[src/ipr_consts.vh]
/*
  Constants for the priority register slice: offsets, field positions,
  reset values and bus answer codes.
  Assumes inclusion by its bare name from the design files.
*/
`ifndef IPR_CONSTS_VH
`define IPR_CONSTS_VH

`define IPR_ADDR_W 4
`define IPR_OFF_SPI 4'h0
`define IPR_OFF_CAP 4'h4
`define IPR_FIELD_W 3
`define IPR_FIELD_RESET 3'h4
`define IPR_SPI_EVT_LSB 4
`define IPR_SPI_FLT_LSB 0
`define IPR_CAP5_LSB 12
`define IPR_CAP4_LSB 8
`define IPR_CAP3_LSB 4
`define IPR_NUM_FIELDS 5
`define IPR_RESP_OKAY 2'h0
`define IPR_RESP_SLVERR 2'h2

`endif

[src/ipr_field.v]
/*
  One 3-bit priority field with its byte-lane write path.
  Assumes the parent decodes the address and selects the lane.
*/
`timescale 1ns/1ns
module ipr_field (
  // Clock and reset.
  input wire clk,
  input wire srst,
  // Write path.
  input wire wr_en,
  input wire [2:0] wr_data,
  // Field value.
  output reg [2:0] value
);
`include "ipr_consts.vh"

  always @(posedge clk) begin
    if (srst) begin
      value <= `IPR_FIELD_RESET;
    end else if (wr_en) begin
      value <= wr_data;
    end
  end

endmodule // ipr_field

[src/ipr_regs.v]
/*
  AXI4-Lite slave holding two priority registers with five 3-bit
  fields that feed the arbitration logic.
  Assumes a single-clock master following AXI4-Lite rules.
*/
// Added by the designer: the placing of the registers and the AXI4-Lite slave port.
`timescale 1ns/1ns
module ipr_regs (
  // Clock and reset.
  input wire CLK_SYS,
  input wire SRST,
  // Write address channel.
  input wire [31:0] S_AXI_AWADDR,
  input wire S_AXI_AWVALID,
  output reg S_AXI_AWREADY,
  // Write data channel.
  input wire [31:0] S_AXI_WDATA,
  input wire [3:0] S_AXI_WSTRB,
  input wire S_AXI_WVALID,
  output reg S_AXI_WREADY,
  // Write response channel.
  output reg [1:0] S_AXI_BRESP,
  output reg S_AXI_BVALID,
  input wire S_AXI_BREADY,
  // Read address channel.
  input wire [31:0] S_AXI_ARADDR,
  input wire S_AXI_ARVALID,
  output reg S_AXI_ARREADY,
  // Read data channel.
  output reg [31:0] S_AXI_RDATA,
  output reg [1:0] S_AXI_RRESP,
  output reg S_AXI_RVALID,
  input wire S_AXI_RREADY,
  // Priority fields to arbitration.
  output reg [2:0] SERIAL_PORT_EVENT_PRIORITY,
  output reg [2:0] SERIAL_PORT_FAULT_PRIORITY,
  output reg [2:0] CAPTURE_CH5_PRIORITY,
  output reg [2:0] CAPTURE_CH4_PRIORITY,
  output reg [2:0] CAPTURE_CH3_PRIORITY
);
`include "ipr_consts.vh"

  reg aw_held;
  reg w_held;
  reg [31:0] aw_addr;
  reg [31:0] w_data;
  reg [3:0] w_strb;
  wire have_aw;
  wire have_w;
  wire [31:0] cur_awaddr;
  wire [31:0] cur_wdata;
  wire [3:0] cur_wstrb;
  wire do_write;
  wire hit_spi;
  wire hit_cap;
  wire [14:0] field_val;
  wire [15:0] spi_word;
  wire [15:0] cap_word;
  reg [31:0] next_rdata;
  reg [1:0] next_rresp;

  // Each channel is captured once and held until the other one arrives and the write is done.
  assign have_aw = aw_held | (S_AXI_AWVALID & S_AXI_AWREADY);
  assign have_w = w_held | (S_AXI_WVALID & S_AXI_WREADY);
  assign cur_awaddr = aw_held ? aw_addr : S_AXI_AWADDR;
  assign cur_wdata = w_held ? w_data : S_AXI_WDATA;
  assign cur_wstrb = w_held ? w_strb : S_AXI_WSTRB;
  assign do_write = have_aw & have_w & ~S_AXI_BVALID;
  assign hit_spi = (cur_awaddr[31:2] == {26'h0, `IPR_OFF_SPI >> 2});
  assign hit_cap = (cur_awaddr[31:2] == {26'h0, `IPR_OFF_CAP >> 2});

  // Field order from the top: event, fault, ch5, ch4, ch3.
  genvar gi;
  generate
    for (gi = 0; gi < `IPR_NUM_FIELDS; gi = gi + 1) begin : g_field
      localparam integer LSB =
        (gi == 4) ? `IPR_SPI_EVT_LSB :
        (gi == 3) ? `IPR_SPI_FLT_LSB :
        (gi == 2) ? `IPR_CAP5_LSB :
        (gi == 1) ? `IPR_CAP4_LSB : `IPR_CAP3_LSB;
      localparam integer ON_CAP = (gi < 3) ? 1 : 0;
      wire sel;
      wire [2:0] val;
      assign sel = do_write & cur_wstrb[LSB / 8] &
        ((ON_CAP == 1) ? hit_cap : hit_spi);
      ipr_field u_field (
        .clk(CLK_SYS),
        .srst(SRST),
        .wr_en(sel),
        .wr_data(cur_wdata[LSB + 2:LSB]),
        .value(val)
      );
      assign field_val[gi * 3 + 2:gi * 3] = val;
    end
  endgenerate

  // Unimplemented bits read as zero.
  assign spi_word = {9'h000, field_val[14:12], 1'b0, field_val[11:9]};
  assign cap_word = {1'b0, field_val[8:6], 1'b0, field_val[5:3],
    1'b0, field_val[2:0], 4'h0};

  always @* begin
    next_rdata = 32'h00000000;
    next_rresp = `IPR_RESP_OKAY;
    case (S_AXI_ARADDR[31:2])
      {26'h0, `IPR_OFF_SPI >> 2}: begin
        next_rdata = {16'h0000, spi_word};
      end
      {26'h0, `IPR_OFF_CAP >> 2}: begin
        next_rdata = {16'h0000, cap_word};
      end
      default: begin
        next_rresp = `IPR_RESP_SLVERR;
      end
    endcase
  end

  always @(posedge CLK_SYS) begin
    if (SRST) begin
      aw_held <= 1'b0;
      w_held <= 1'b0;
      aw_addr <= 32'h00000000;
      w_data <= 32'h00000000;
      w_strb <= 4'h0;
      S_AXI_AWREADY <= 1'b0;
      S_AXI_WREADY <= 1'b0;
      S_AXI_BVALID <= 1'b0;
      S_AXI_BRESP <= `IPR_RESP_OKAY;
      S_AXI_ARREADY <= 1'b0;
      S_AXI_RVALID <= 1'b0;
      S_AXI_RDATA <= 32'h00000000;
      S_AXI_RRESP <= `IPR_RESP_OKAY;
      SERIAL_PORT_EVENT_PRIORITY <= `IPR_FIELD_RESET;
      SERIAL_PORT_FAULT_PRIORITY <= `IPR_FIELD_RESET;
      CAPTURE_CH5_PRIORITY <= `IPR_FIELD_RESET;
      CAPTURE_CH4_PRIORITY <= `IPR_FIELD_RESET;
      CAPTURE_CH3_PRIORITY <= `IPR_FIELD_RESET;
    end else begin
      // Output copies lag the field flops by one cycle so every
      // top-level output stays a flop.
      SERIAL_PORT_EVENT_PRIORITY <= field_val[14:12];
      SERIAL_PORT_FAULT_PRIORITY <= field_val[11:9];
      CAPTURE_CH5_PRIORITY <= field_val[8:6];
      CAPTURE_CH4_PRIORITY <= field_val[5:3];
      CAPTURE_CH3_PRIORITY <= field_val[2:0];
      if (S_AXI_AWVALID & S_AXI_AWREADY & ~do_write) begin
        aw_held <= 1'b1;
        aw_addr <= S_AXI_AWADDR;
      end
      if (S_AXI_WVALID & S_AXI_WREADY & ~do_write) begin
        w_held <= 1'b1;
        w_data <= S_AXI_WDATA;
        w_strb <= S_AXI_WSTRB;
      end
      if (do_write) begin
        aw_held <= 1'b0;
        w_held <= 1'b0;
        S_AXI_BVALID <= 1'b1;
        S_AXI_BRESP <= (hit_spi | hit_cap) ?
          `IPR_RESP_OKAY : `IPR_RESP_SLVERR;
      end else if (S_AXI_BVALID & S_AXI_BREADY) begin
        S_AXI_BVALID <= 1'b0;
      end
      S_AXI_AWREADY <= ~S_AXI_AWREADY & ~have_aw & ~S_AXI_BVALID &
        S_AXI_AWVALID;
      S_AXI_WREADY <= ~S_AXI_WREADY & ~have_w & ~S_AXI_BVALID &
        S_AXI_WVALID;
      if (S_AXI_ARVALID & S_AXI_ARREADY) begin
        S_AXI_ARREADY <= 1'b0;
        S_AXI_RVALID <= 1'b1;
        S_AXI_RDATA <= next_rdata;
        S_AXI_RRESP <= next_rresp;
      end else begin
        S_AXI_ARREADY <= ~S_AXI_ARREADY & ~S_AXI_RVALID & S_AXI_ARVALID;
        if (S_AXI_RVALID & S_AXI_RREADY) begin
          S_AXI_RVALID <= 1'b0;
        end
      end
    end
  end

endmodule // ipr_regs

[config.mk]
export PLATFORM = sky130hd
export DESIGN_NAME = ipr_regs
export DESIGN_NICKNAME = d
export VERILOG_FILES = /design/src/ipr_field.v /design/src/ipr_regs.v
export VERILOG_INCLUDE_DIRS = /design/src
export SDC_FILE = /design/constraint.sdc
export NUM_CORES = 1
export LEC_CHECK = 0
export BUFFER_PORTS_ARGS = -buffer_cell sky130_fd_sc_hd__clkbuf_2
export CORE_MARGIN = 3
export CORE_UTILIZATION = 40
export CTS_CLUSTER_SIZE = 24
export DETAILED_ROUTE_END_ITERATION = 12
export GPL_ROUTABILITY_DRIVEN = 0
export PLACE_DENSITY = 0.79
export SETUP_SLACK_MARGIN = 0.5
export SYNTH_ARGS = -nofsm -noshare
export SYNTH_HDL_FRONTEND = slang
export SYNTH_SLANG_ARGS = --single-unit
[constraint.sdc]
create_clock -name CLK_SYS -period 4.8 [get_ports CLK_SYS]
set_clock_uncertainty 0.15 [all_clocks]
set_input_delay 0.96 -clock CLK_SYS [delete_from_list [all_inputs] [get_ports CLK_SYS]]
set_output_delay 0.96 -clock CLK_SYS [all_outputs]
set_load 0.02 [all_outputs]
# After elaboration in Yosys (flattened, before gate mapping)
# Index checks and enable logic that the tools add are counted.
dict set report totals {
  reg_bits 122
}
dict set report op_classes {
  n_eq_ne 2
  muxes 10
  n_bitwise 33
  n_reduce_logical 7
}
# operator n
set op_table {}
lappend op_table {{$eq 30x1->1 const B} 2}
lappend op_table {{$logic_not 30->1} 2}
lappend op_table {{$mux 32} 1}
lappend op_table {{$pmux 15 s2} 1}
lappend op_table {{$and 1x1->1} 22}
lappend op_table {{$mux 15} 1}
lappend op_table {{$not 1->1} 8}
lappend op_table {{$mux 2} 3}
lappend op_table {{$reduce_or 2->1} 3}
lappend op_table {{$mux 1} 4}
lappend op_table {{$reduce_bool 2->1} 2}
lappend op_table {{$or 1x1->1} 3}

# Longest topological paths before layout
# Gate-level depths: netlist (run 1).
dict set report logic_depth {
  word_depth 6
  ltp_mapped 6
}

# By module
# Synthesis (run 1) repeated with hierarchy kept, for this count alone.
dict set report hier_totals {
  cells_unflattened 415
  area_unflattened_um2 3856.2
}
# mod n_inst cells_per_inst area_each_um2
set modules_own_cells {}
lappend modules_own_cells {ipr_regs 1 370 3343.2}
lappend modules_own_cells {ipr_field 5 9 102.6}

# Worst setup path after synthesis (run 1)
# No wires, ideal clock.
dict set report synth_path {
  kind {in2reg}
  start {in S_AXI_ARADDR[18]}
  end {reg S_AXI_RDATA[10]}
  setup_ns 0.064
  arrival_ns 2.464
  required_time_ns 4.586
  slack_ns 2.122
  cell_stages 6
  n_path_buf 1
  cell_sequence {or4_1 -> or4_1 -> nor3_2 -> buf_6 -> a32oi_1 -> nor2_2}
}
dict set report synth_via {
  elab_chain_len 2
  word_cells_on_any_way 3
  classes_between {eq/ne (1); mux (1); reduce/logical (1)}
}
# element line
set synth_rtl {}
lappend synth_rtl {{start: declaration} ipr_regs.v:26} ;# input wire [31:0] S_AXI_ARADDR,
lappend synth_rtl {{$eq 30x1->1 / $logic_not 30->1 (equally long branches)} ipr_regs.v:105} ;# case (S_AXI_ARADDR[31:2])
lappend synth_rtl {{$pmux 15 s2 *} ipr_regs.v:105}
lappend synth_rtl {{end signal: assignment} ipr_regs.v:171} ;# S_AXI_RDATA <= next_rdata;
lappend synth_rtl {{end: declaration} ipr_regs.v:30} ;# output reg [31:0] S_AXI_RDATA,
# Mark *: on every way between the ends. The rest lies on a longest branch, timed or not.
# A chain may end at the register's enable or synchronous reset.

# Worst setup path after layout (run 1)
dict set report layout_path {
  start {reg w_held}
  end {reg w_data[8]}
}
dict set report layout_via {
  elab_chain_len 5
}
# element line
set layout_rtl {}
lappend layout_rtl {{start: declaration} ipr_regs.v:44} ;# reg w_held;
lappend layout_rtl {{start signal: assignment} ipr_regs.v:121} ;# w_held <= 1'b0;
lappend layout_rtl {{start signal: assignment} ipr_regs.v:151} ;# w_held <= 1'b1;
lappend layout_rtl {{start signal: assignment} ipr_regs.v:157} ;# w_held <= 1'b0;
lappend layout_rtl {{$or 1x1->1} ipr_regs.v:64} ;# assign have_w = w_held | (S_AXI_WVALID & S_AXI_WREADY);
lappend layout_rtl {{$and 1x1->1 (2 in series)} ipr_regs.v:68} ;# assign do_write = have_aw & have_w & ~S_AXI_BVALID;
lappend layout_rtl {{$not 1->1} ipr_regs.v:150} ;# if (S_AXI_WVALID & S_AXI_WREADY & ~do_write) begin
lappend layout_rtl {{$and 1x1->1} ipr_regs.v:150}
lappend layout_rtl {{end signal: assignment} ipr_regs.v:123} ;# w_data <= 32'h00000000;
lappend layout_rtl {{end signal: assignment} ipr_regs.v:152} ;# w_data <= S_AXI_WDATA;
lappend layout_rtl {{end: declaration} ipr_regs.v:46} ;# reg [31:0] w_data;
# No other way between the ends.

==> flow_metrics.env, run 1 <==
export IMPL_grt_max_degree=50
export IMPL_vias=3176
export IMPL_io_buffer_count=114
export IMPL_numCtsBuffers=9
export IMPL_insertion_delay_ns=0.36
export IMPL_reg2reg_depth=5
export IMPL_max_freq_ghz=0.3463
export IMPL_period_needed_ns=2.888
export IMPL_cts_max_level=3
export IMPL_tns_ns=0
export IMPL_outcome="complete, no violations"
export IMPL_cp_max_fo=20
export IMPL_crit_arrival_ns=2.95
export IMPL_avgSynthCellArea_um2=9.220
export IMPL_dp_hpwl_um=6417
export IMPL_maxCapViolations=0
export IMPL_vdd_drop_max_v=0.0001908
export IMPL_ys_warn_count=0
export IMPL_start_util_pct=41.42
export IMPL_postCtsSetupBuffers=0
export IMPL_synth_most_common_cell="dfxtp_1"
export IMPL_critPathLaunchType="flip-flop"
export IMPL_min_path_cells=2
export IMPL_area_growth_pct=19.75
export IMPL_cts_root_buf="clkbuf_8"
export IMPL_io_pins=163
export IMPL_ys_ff_latch=95
export IMPL_grt_antenna_before_repair=0
export IMPL_required_ns=4.86
export IMPL_synth_area_um2=3845
export IMPL_p_per_area_nw_per_um2=323.3
export IMPL_report_final_slew_viol_count=0
export IMPL_grt_pass1_vias=3051
export IMPL_setup_violations_final=0
export IMPL_clkTransAtPathRegs_ns=0.09
export IMPL_critPathCaptureType="flip-flop"
export IMPL_synth_area_leaders="dfxtp_1 49%, mux2i_1 7.0%, nand2_1 6.5%"
export IMPL_worst_pin_slew_ns=1.088
export IMPL_viasPerCell=4.864
export IMPL_ys_types=37
export IMPL_async_flop_share_pct=0
export IMPL_drt_total_wl_um=8569
export IMPL_rsz0062_at_grt="no"
export IMPL_gr_usage_all_layers_pct=16.20
export IMPL_dp_cells=637
export IMPL_yosys_area_top_type="dfxtp_1"
export IMPL_multiInputGateArea_um2=1744
export IMPL_chipHeight_um=104.0
export IMPL_finalCritPeriodShare_pct=60.16
export IMPL_ff_latch_area_um2=1902
export IMPL_hold_violations=0
export IMPL_cts_sinks=95
export IMPL_synthFlopType="dfxtp_1"
export IMPL_dr_pass1_iters=4
export IMPL_netlist_area_leader_share_pct=49.46
export IMPL_instances_no_fill=653
export IMPL_drt_initial_drc_count=117
export IMPL_cts_max_path_buffers=2
export IMPL_netlist_instances=417
export IMPL_yosysSeqAreaShare_pct=49.46
export IMPL_p_leak_uw=0.001992
export IMPL_n_antenna_cell=0
export IMPL_postCtsHoldBufs=0
export IMPL_routedWlPerCell_um=13.12
export IMPL_drc=0
export IMPL_postRouteAntennaNets=0
export IMPL_fill_cells=901
export IMPL_synth_edff_count=0
export IMPL_cts_tree="done"
export IMPL_critPathKind="flip-flop to flip-flop"
export IMPL_core_um2=9284
export IMPL_die_w_um=104.0
export IMPL_synthTopCellsByCount="95 x dfxtp_1, 67 x nand2_1, 38 x nor2_1"
export IMPL_grt_ovfl_total=0
export IMPL_grt_pass1_wl_um=14290
export IMPL_fp_row_count=35
export IMPL_fp_dieArea_um2=10820
export IMPL_hold_slack_ns=0.3054
export IMPL_slew_headroom_pct=27.37
export IMPL_nNetsFinal=626
export IMPL_layout_drive_gt1_share_pct=31.30
export IMPL_holdCritPathClass="flip-flop to flip-flop"
export IMPL_cts_resized=0
## registers in the layout, indices dropped and copies added, names as in the netlist
signal / cells
w_strb: 2
S_AXI_RVALID: 1
aw_held: 1
S_AXI_WREADY: 1
S_AXI_BVALID: 1
CAPTURE_CH4_PRIORITY: 3
S_AXI_RDATA: 12
S_AXI_BRESP: 1
g_field.u_field.value: 15
SERIAL_PORT_EVENT_PRIORITY: 3
CAPTURE_CH3_PRIORITY: 3
S_AXI_AWREADY: 1
S_AXI_RRESP: 1
SERIAL_PORT_FAULT_PRIORITY: 3
aw_addr: 30
S_AXI_ARREADY: 1
w_data: 12
CAPTURE_CH5_PRIORITY: 3
w_held: 1
## cell families (layout without fill, tap and decap cells)
group                  count (synthesis)  after routing  share of synthesized area, %
AND/OR/NAND/NOR                      175            175                         22.32
flip-flops                            95             95                         49.46
AO/OA/AOI/OAI                         55             55                         9.112
buffers and inverters                 48            134                         7.289
multiplexers                          43             43                         11.71
other                                  1             22                       0.09753
## per-stage QoR
step                utilization [%]  power, uW  worst slack, ns  area (um2)
finish                        49.60       1489            1.912        4604
global route                  49.60       1568            1.618        4604
CTS                           49.60       1507            1.867        4604
detailed placement            47.36      968.9            1.575        4397
global placement              47.36      964.7            1.640        4397
floorplan                         -      929.4            2.122        3924
## layer usage
metal / vias up / GRT usage [%] / share of wire, %
met5: - / 0 / 0
met4: 0 / 4.843 / 1.2
met3: 9 / 4.904 / 5.8
met2: 81 / 27.48 / 50
met1: 1483 / 19.78 / 43
li1: 1603 / - / -
## worst paths after layout
| path | slack, ns | end | from |
|---|---|---|---|
| worst min register to register | 0.31 | CAPTURE_CH3_PRIORITY[2]$_SDFF_PP1_ | g_field[0].u_field.value[2]$_SDFFE_PP1P_ |
| worst max register to register | 1.91 | w_data[8]$_SDFFE_PP0P_ | w_held$_SDFFE_PP0P_ |
| worst min-delay path | 0.31 | CAPTURE_CH3_PRIORITY[2]$_SDFF_PP1_ | g_field[0].u_field.value[2]$_SDFFE_PP1P_ |
| worst max-delay path | 1.91 | w_data[8]$_SDFFE_PP0P_ | w_held$_SDFFE_PP0P_ |
## where the power goes
group	internal [uW]	total [uW]	switching (uW)
Clock	261	538	277
Combinational	54.5	134	79.5
Sequential	803	817	13.8
Total	1120	1490	370
## area by class of cell
type / count / share of cell area [%]
flip-flops and latches: 95 / 41.30
multi-input cells: 295 / 37.88
repair buffers: 115 / 12.55
well taps: 129 / 3.505
clock buffers: 11 / 3.071
clock inverters: 5 / 1.440
inverters: 3 / 0.2446
## worst max-delay path, stage by stage, from the launching register on
cell and delay (ns):
dfxtp_1 0.97, a21oi_1 0.18, or3_1 0.46, nand3_1 0.65
mux2i_1 0.26, nor2_1 0.07
## cells in the final DEF, fill, tap and decap left out, types with 2 or more instances in the layout
cell type / count
clkbuf_8: 10
nand2b_1: 2
or4_1: 2
conb_1: 22
dfxtp_1: 95
nand2_1: 67
mux2i_1: 27
clkbuf_2: 113
clkinv_4: 2
or2_2: 5
nand3_1: 3
a32oi_1: 9
nor2_1: 37
nand4_1: 2
nand4_2: 2
nor2b_1: 15
a21oi_1: 35
inv_1: 3
nor4_1: 13
nor4b_1: 4
nor2_2: 8
nand3b_1: 2
a211o_1: 3
a22oi_1: 3
nor3_1: 8
mux2_2: 16
nor3b_1: 2
Power figures use the tool's default switching activity.
==> inputs of run 2 (changes only) <==
==> constraint.sdc (replaced) <==
create_clock -name CLK_SYS -period 2.9 [get_ports CLK_SYS]
set_clock_uncertainty 0.15 [all_clocks]
set_input_delay 0.58 -clock CLK_SYS [delete_from_list [all_inputs] [get_ports CLK_SYS]]
set_output_delay 0.58 -clock CLK_SYS [all_outputs]
set_load 0.02 [all_outputs]
==> flow_metrics.env, run 2 (synthesized netlist as in run 1, its figures left out) <==
export IMPL_fp_dieArea_um2=10820
export IMPL_vdd_drop_max_v=0.0003069
export IMPL_period_needed_ns=2.306
export IMPL_io_buffer_count=114
export IMPL_grt_ovfl_total=0
export IMPL_critPathKind="primary input to flip-flop"
export IMPL_worstPathCellList="clkbuf_2, nor4_1, nand2_1, o41ai_2, nand4_2, mux2_2"
export IMPL_gr_usage_all_layers_pct=16.13
export IMPL_slowest_stage="o41ai_2"
export IMPL_fill_cells=886
export IMPL_p_leak_uw=0.002066
export IMPL_dp_hpwl_um=6565
export IMPL_largest_register_ffs=30
export IMPL_drt_total_wl_um=8892
export IMPL_viasPerCell=4.887
export IMPL_n_antenna_cell=0
export IMPL_regMostFlops="aw_addr"
export IMPL_slew_headroom_pct=38.96
export IMPL_cts_root_buf="clkbuf_8"
export IMPL_cts_tree="done"
export IMPL_cp_max_fo=6
export IMPL_tns_ns=0
export IMPL_multiInputGateArea_um2=1753
export IMPL_insertion_delay_ns=0.35
export IMPL_drt_initial_drc_count=107
export IMPL_most_common_layout_cells="113 x clkbuf_2, 94 x dfxtp_1, 67 x nand2_1"
export IMPL_routedWlPerCell_um=13.41
export IMPL_crit_start="S_AXI_AWADDR[14]"
export IMPL_clkTransAtPathRegs_ns=0.10
export IMPL_core_um2=9284
export IMPL_grt_pass1_vias=3086
export IMPL_ff_latch_area_um2=1903
export IMPL_reg_top3="aw_addr x30, g_field.u_field.value x15"
export IMPL_layout_drive_gt1_share_pct=32.96
export IMPL_report_final_slew_viol_count=0
export IMPL_finalInstanceArea_um2=4717
export IMPL_maxCapViolations=0
export IMPL_r2r_slack_ns=0.65
export IMPL_cts_max_path_buffers=2
export IMPL_postRouteAntennaNets=0
export IMPL_grt_max_degree=53
export IMPL_required_ns=2.99
export IMPL_mostFrequentLayoutCell="clkbuf_2"
export IMPL_nNetsFinal=636
export IMPL_postCtsHoldBufs=0
export IMPL_reg2reg_depth=5
export IMPL_vias=3240
export IMPL_area_growth_pct=22.68
export IMPL_reg2reg_to="g_field[1].u_field.value[2]$_SDFFE_PP1P_"
export IMPL_cts_max_level=3
export IMPL_hold_slack_ns=0.3024
export IMPL_setup_slack_ns=0.5935
export IMPL_r2r_start="aw_held$_SDFFE_PP0P_"
export IMPL_numCtsBuffers=9
export IMPL_setup_violations_final=0
export IMPL_rsz0062_at_grt="yes"
export IMPL_critPathCaptureType="flip-flop"
export IMPL_fp_row_count=35
export IMPL_grt_pass1_wl_um=14300
export IMPL_chipHeight_um=104.0
export IMPL_start_util_pct=41.42
export IMPL_critPathLaunchType="primary input"
export IMPL_hold_start="S_AXI_AWADDR[21]"
export IMPL_worst_pin_slew_ns=0.9156
export IMPL_cts_sinks=95
export IMPL_die_w_um=104.0
export IMPL_outcome="complete, no violations"
export IMPL_dpl_cell_area_um2=4464
export IMPL_io_pins=163
export IMPL_place_ws_ns=0.2511
export IMPL_drc=0
export IMPL_slowest_delay_ns=0.56
export IMPL_finalCritPeriodShare_pct=79.53
export IMPL_max_freq_ghz=0.4336
export IMPL_crit_arrival_ns=2.40
export IMPL_cp_endpoint="g_field[1].u_field.value[2]$_SDFFE_PP1P_"
export IMPL_dr_pass1_iters=4
export IMPL_holdCritPathClass="primary input to flip-flop"
export IMPL_hold_violations=0
export IMPL_grt_antenna_before_repair=0
export IMPL_p_per_area_nw_per_um2=546.6
[run 2: what timing repair did]
| action | CTS | global route |
|---|---|---|
| resized for setup | 1 | 1 |
| endpoints found under the setup margin | 4 | 13 |
| pin swaps | 0 | 1 |
| setup buffers | 0 | 1 |
| cloned | 0 | 0 |
[run 2: area by class of cell]
type / count / area share, %
timing repair buffer: 125 / 13.85
clock inverter: 7 / 2.361
inverter: 3 / 0.2387
tap: 129 / 3.422
sequential: 95 / 40.34
clock buffer: 9 / 2.626
multi-input combinational: 295 / 37.16
[run 2: how the worst min path moves through the flow]
stage,endpoint,depth (start not counted)
after CTS,aw_addr[21]$_SDFFE_PP0P_,3
after detailed placement,CAPTURE_CH3_PRIORITY[2]$_SDFF_PP1_,2
after floorplan,CAPTURE_CH3_PRIORITY[2]$_SDFF_PP1_,2
after global routing,aw_addr[23]$_SDFFE_PP0P_,3
after global placement,CAPTURE_CH3_PRIORITY[2]$_SDFF_PP1_,2
final,aw_addr[21]$_SDFFE_PP0P_,3
[run 2: worst max-delay path, delay by kind of cell]
| family | cells | cell delay (ns) |
|---|---|---|
| compound gates | 1 | 0.56 |
| buf+inv | 1 | 0.09 |
| simple gates | 3 | 0.79 |
| mux | 1 | 0.38 |
[run 2: report_power, final]
part	internal, uW	switching, uW	leakage (uW)
combinational	95.0	143	0.00118
sequential	1330	16.3	0.000769
clock	504	490	0.000118
[run 2: through the flow]
stage | power (uW) | utilization (%) | instances
final | 2578 | 50.81 | 663
after global routing | 2693 | 50.81 | 663
after CTS | 2601 | 50.63 | 662
after detailed placement | 1611 | 48.09 | 646
after global placement | 1603 | 48.09 | 646
after floorplan | 1538 | - | 438
[run 2: layer usage]
metal | global-route usage, % | share of wire, % | vias to the layer above
met1 | 18.62 | 42 | 1514
li1 | - | - | 1623
met3 | 4.159 | 5.8 | 17
met4 | 7.787 | 2.3 | 0
met5 | 0 | 0 | -
met2 | 27.76 | 50 | 86
==> inputs of run 3 (changes only) <==
==> constraint.sdc (replaced) <==
create_clock -name CLK_SYS -period 2.16 [get_ports CLK_SYS]
set_clock_uncertainty 0.15 [all_clocks]
set_input_delay 0.432 -clock CLK_SYS [delete_from_list [all_inputs] [get_ports CLK_SYS]]
set_output_delay 0.432 -clock CLK_SYS [all_outputs]
set_load 0.02 [all_outputs]
==> flow_metrics.env, run 3 (synthesized netlist as in run 1, its figures left out) <==
export IMPL_place_ws_ns=-0.1832
export IMPL_finalCritPeriodShare_pct=95.01
export IMPL_dp_cells=662
export IMPL_fill_cells=826
export IMPL_hold_slack_ns=0.1450
export IMPL_fp_dieArea_um2=10820
export IMPL_drt_total_wl_um=9844
export IMPL_reg_top3="aw_addr x30, g_field.u_field.value x15"
export IMPL_fp_row_count=35
export IMPL_vias=3409
export IMPL_p_clk_share_pct=34.0
export IMPL_mostFrequentLayoutCell="clkbuf_2"
export IMPL_core_um2=9284
export IMPL_dr_pass1_iters=4
export IMPL_p_leak_uw=0.002231
export IMPL_critPathLaunchType="flip-flop"
export IMPL_slew_headroom_pct=66.66
export IMPL_largest_register_ffs=30
export IMPL_p_seq_share_pct=54.4
export IMPL_power_frac_comb_pct=11.6
export IMPL_setup_slack_ns=0.1078
export IMPL_grt_antenna_before_repair=0
export IMPL_clkTransAtPathRegs_ns=0.10
export IMPL_insertion_delay_ns=0.37
export IMPL_required_ns=2.27
export IMPL_worst_pin_slew_ns=0.5001
export IMPL_start_util_pct=41.42
export IMPL_grt_pass1_wl_um=15420
export IMPL_rsz0062_at_grt="yes"
export IMPL_drt_initial_drc_count=169
export IMPL_slowest_delay_ns=0.35
export IMPL_period_needed_ns=2.052
export IMPL_critPathKind="flip-flop to flip-flop"
export IMPL_n_antenna_cell=0
export IMPL_setup_violations_final=0
export IMPL_p_sw_share_pct=27.83
export IMPL_power_switching_uw=926.7
export IMPL_cp_max_fo=6
export IMPL_gr_usage_all_layers_pct=17.50
export IMPL_cts_tree="done"
export IMPL_cts_sinks=95
export IMPL_outcome="complete, no violations"
export IMPL_utilization_pct=55.07
export IMPL_instances_no_fill=685
export IMPL_cts_max_level=3
export IMPL_regMostFlops="aw_addr"
export IMPL_power_internal_uw=2403
export IMPL_drc=0
export IMPL_nNetsFinal=658
export IMPL_io_pins=163
export IMPL_max_freq_ghz=0.4873
export IMPL_most_common_layout_cells="112 x clkbuf_2, 89 x dfxtp_1, 67 x nand2_1"
export IMPL_hold_violations=0
export IMPL_slowest_stage="mux2_4"
export IMPL_cts_root_buf="clkbuf_8"
export IMPL_crit_arrival_ns=2.16
export IMPL_maxCapViolations=0
export IMPL_io_buffer_count=114
export IMPL_report_final_slew_viol_count=0
export IMPL_dp_hpwl_um=6971
export IMPL_postRouteAntennaNets=0
export IMPL_numCtsBuffers=9
export IMPL_grt_max_degree=35
export IMPL_p_per_area_nw_per_um2=651.4
export IMPL_holdCritPathClass="primary input to flip-flop"
export IMPL_grt_ovfl_total=0
export IMPL_critPathBufInv=1
export IMPL_critPathCaptureType="flip-flop"
export IMPL_postCtsHoldBufs=0
export IMPL_die_w_um=104.0
export IMPL_cts_max_path_buffers=2
export IMPL_grt_pass1_vias=3246
export IMPL_viasPerCell=4.977
export IMPL_worstPathCellList="nor4_2, nand2_1, a222oi_1, buf_4, nand4_4, mux2_4"
export IMPL_routedWlPerCell_um=14.37
export IMPL_chipHeight_um=104.0
export IMPL_layout_drive_gt1_share_pct=40.83
export IMPL_area_growth_pct=32.96
export IMPL_vdd_drop_max_v=0.0002824
export IMPL_critPathTopFamily="simple AND/OR/NAND/NOR gates"
==> run 3: cell types whose count changed in the layout (fill, tap and decap cells not counted), moves of 3 or more <==
cell	previous run	this run
a22oi_1	3	0
a22oi_2	0	3
a32oi_1	9	1
a32oi_2	0	8
buf_4	11	23
buf_6	0	7
dfxtp_1	94	89
dfxtp_2	1	4
inv_8	0	3
mux2_2	16	10
mux2_4	0	6
==> run 3: power groups by stage <==
| stage | Sequential (uW) | Clock, uW | Combinational [uW] |
|---|---|---|---|
| 2_1_floorplan | 1850 | 0 | 219 |
| 3_3_place_gp | 1840 | 0 | 340 |
| 3_5_place_dp | 1850 | 0 | 350 |
| 4_1_cts | 1810 | 1170 | 363 |
| 5_1_grt | 1820 | 1240 | 419 |
| 6_report | 1810 | 1130 | 386 |
==> run 3: routing by layer <==
layer  global-route usage (%)  share of wire (%)  up-vias  routed length, um
li1                         -                  -     1676                  -
met1                    20.13                 41     1604               4042
met2                    30.69                 50      110               4962
met3                    4.593                6.1       19                596
met4                    7.312                2.5        0                243
met5                        0                  0        -                  0
==> run 3: cell type report <==
type | count | area [um2] | area share [%]
multi-input cells | 298 | 1996 | 39.04
flip-flops and latches | 95 | 1914 | 37.45
repair buffers | 144 | 837.1 | 16.37
well taps | 129 | 161.4 | 3.157
clock buffers | 9 | 123.9 | 2.423
clock inverters | 7 | 68.82 | 1.346
inverters | 3 | 11.26 | 0.2203
==> run 3: worst min-delay path, stage by stage <==
cell and delay [ns]:
clkbuf_2 0.09, nand2_1 0.05, a21oi_1 0.05
==> run 3: what timing repair did <==
| action | in CTS | in global routing |
|---|---|---|
| endpoints found under the hold margin | 0 | 0 |
| pin swaps | 11 | 4 |
| buffers inserted | 2 | 1 |
| cloned | 1 | 3 |
| resized for setup | 17 | 34 |
| endpoints found under the setup margin | 73 | 74 |
==> run 3: worst paths after layout <==
| check | startpoint | endpoint | slack (ns) | cells after the start |
|---|---|---|---|---|
| worst max-delay path | aw_addr[30]$_SDFFE_PP0P_ | g_field[3].u_field.value[1]$_SDFFE_PP0P_ | 0.11 | 6 |
| worst min-delay path | S_AXI_AWADDR[15] | aw_addr[15]$_SDFFE_PP0P_ | 0.14 | 3 |
| worst max register to register | aw_addr[30]$_SDFFE_PP0P_ | g_field[3].u_field.value[1]$_SDFFE_PP0P_ | 0.11 | 6 |
| worst min register to register | S_AXI_RVALID$_SDFFE_PP0P_ | S_AXI_ARREADY$_SDFF_PP0_ | 0.30 | 1 |
==> run 3: metrics by stage <==
step                      cell area [um2]  power (uW)  setup TNS, ns
after global placement               4631        2184         -3.542
final                                5112        3330              0
after detailed placement             4631        2196         -3.280
after floorplan                      3965        2069              0
after CTS                            4928        3347              0
after global routing                 5112        3476      -0.002265
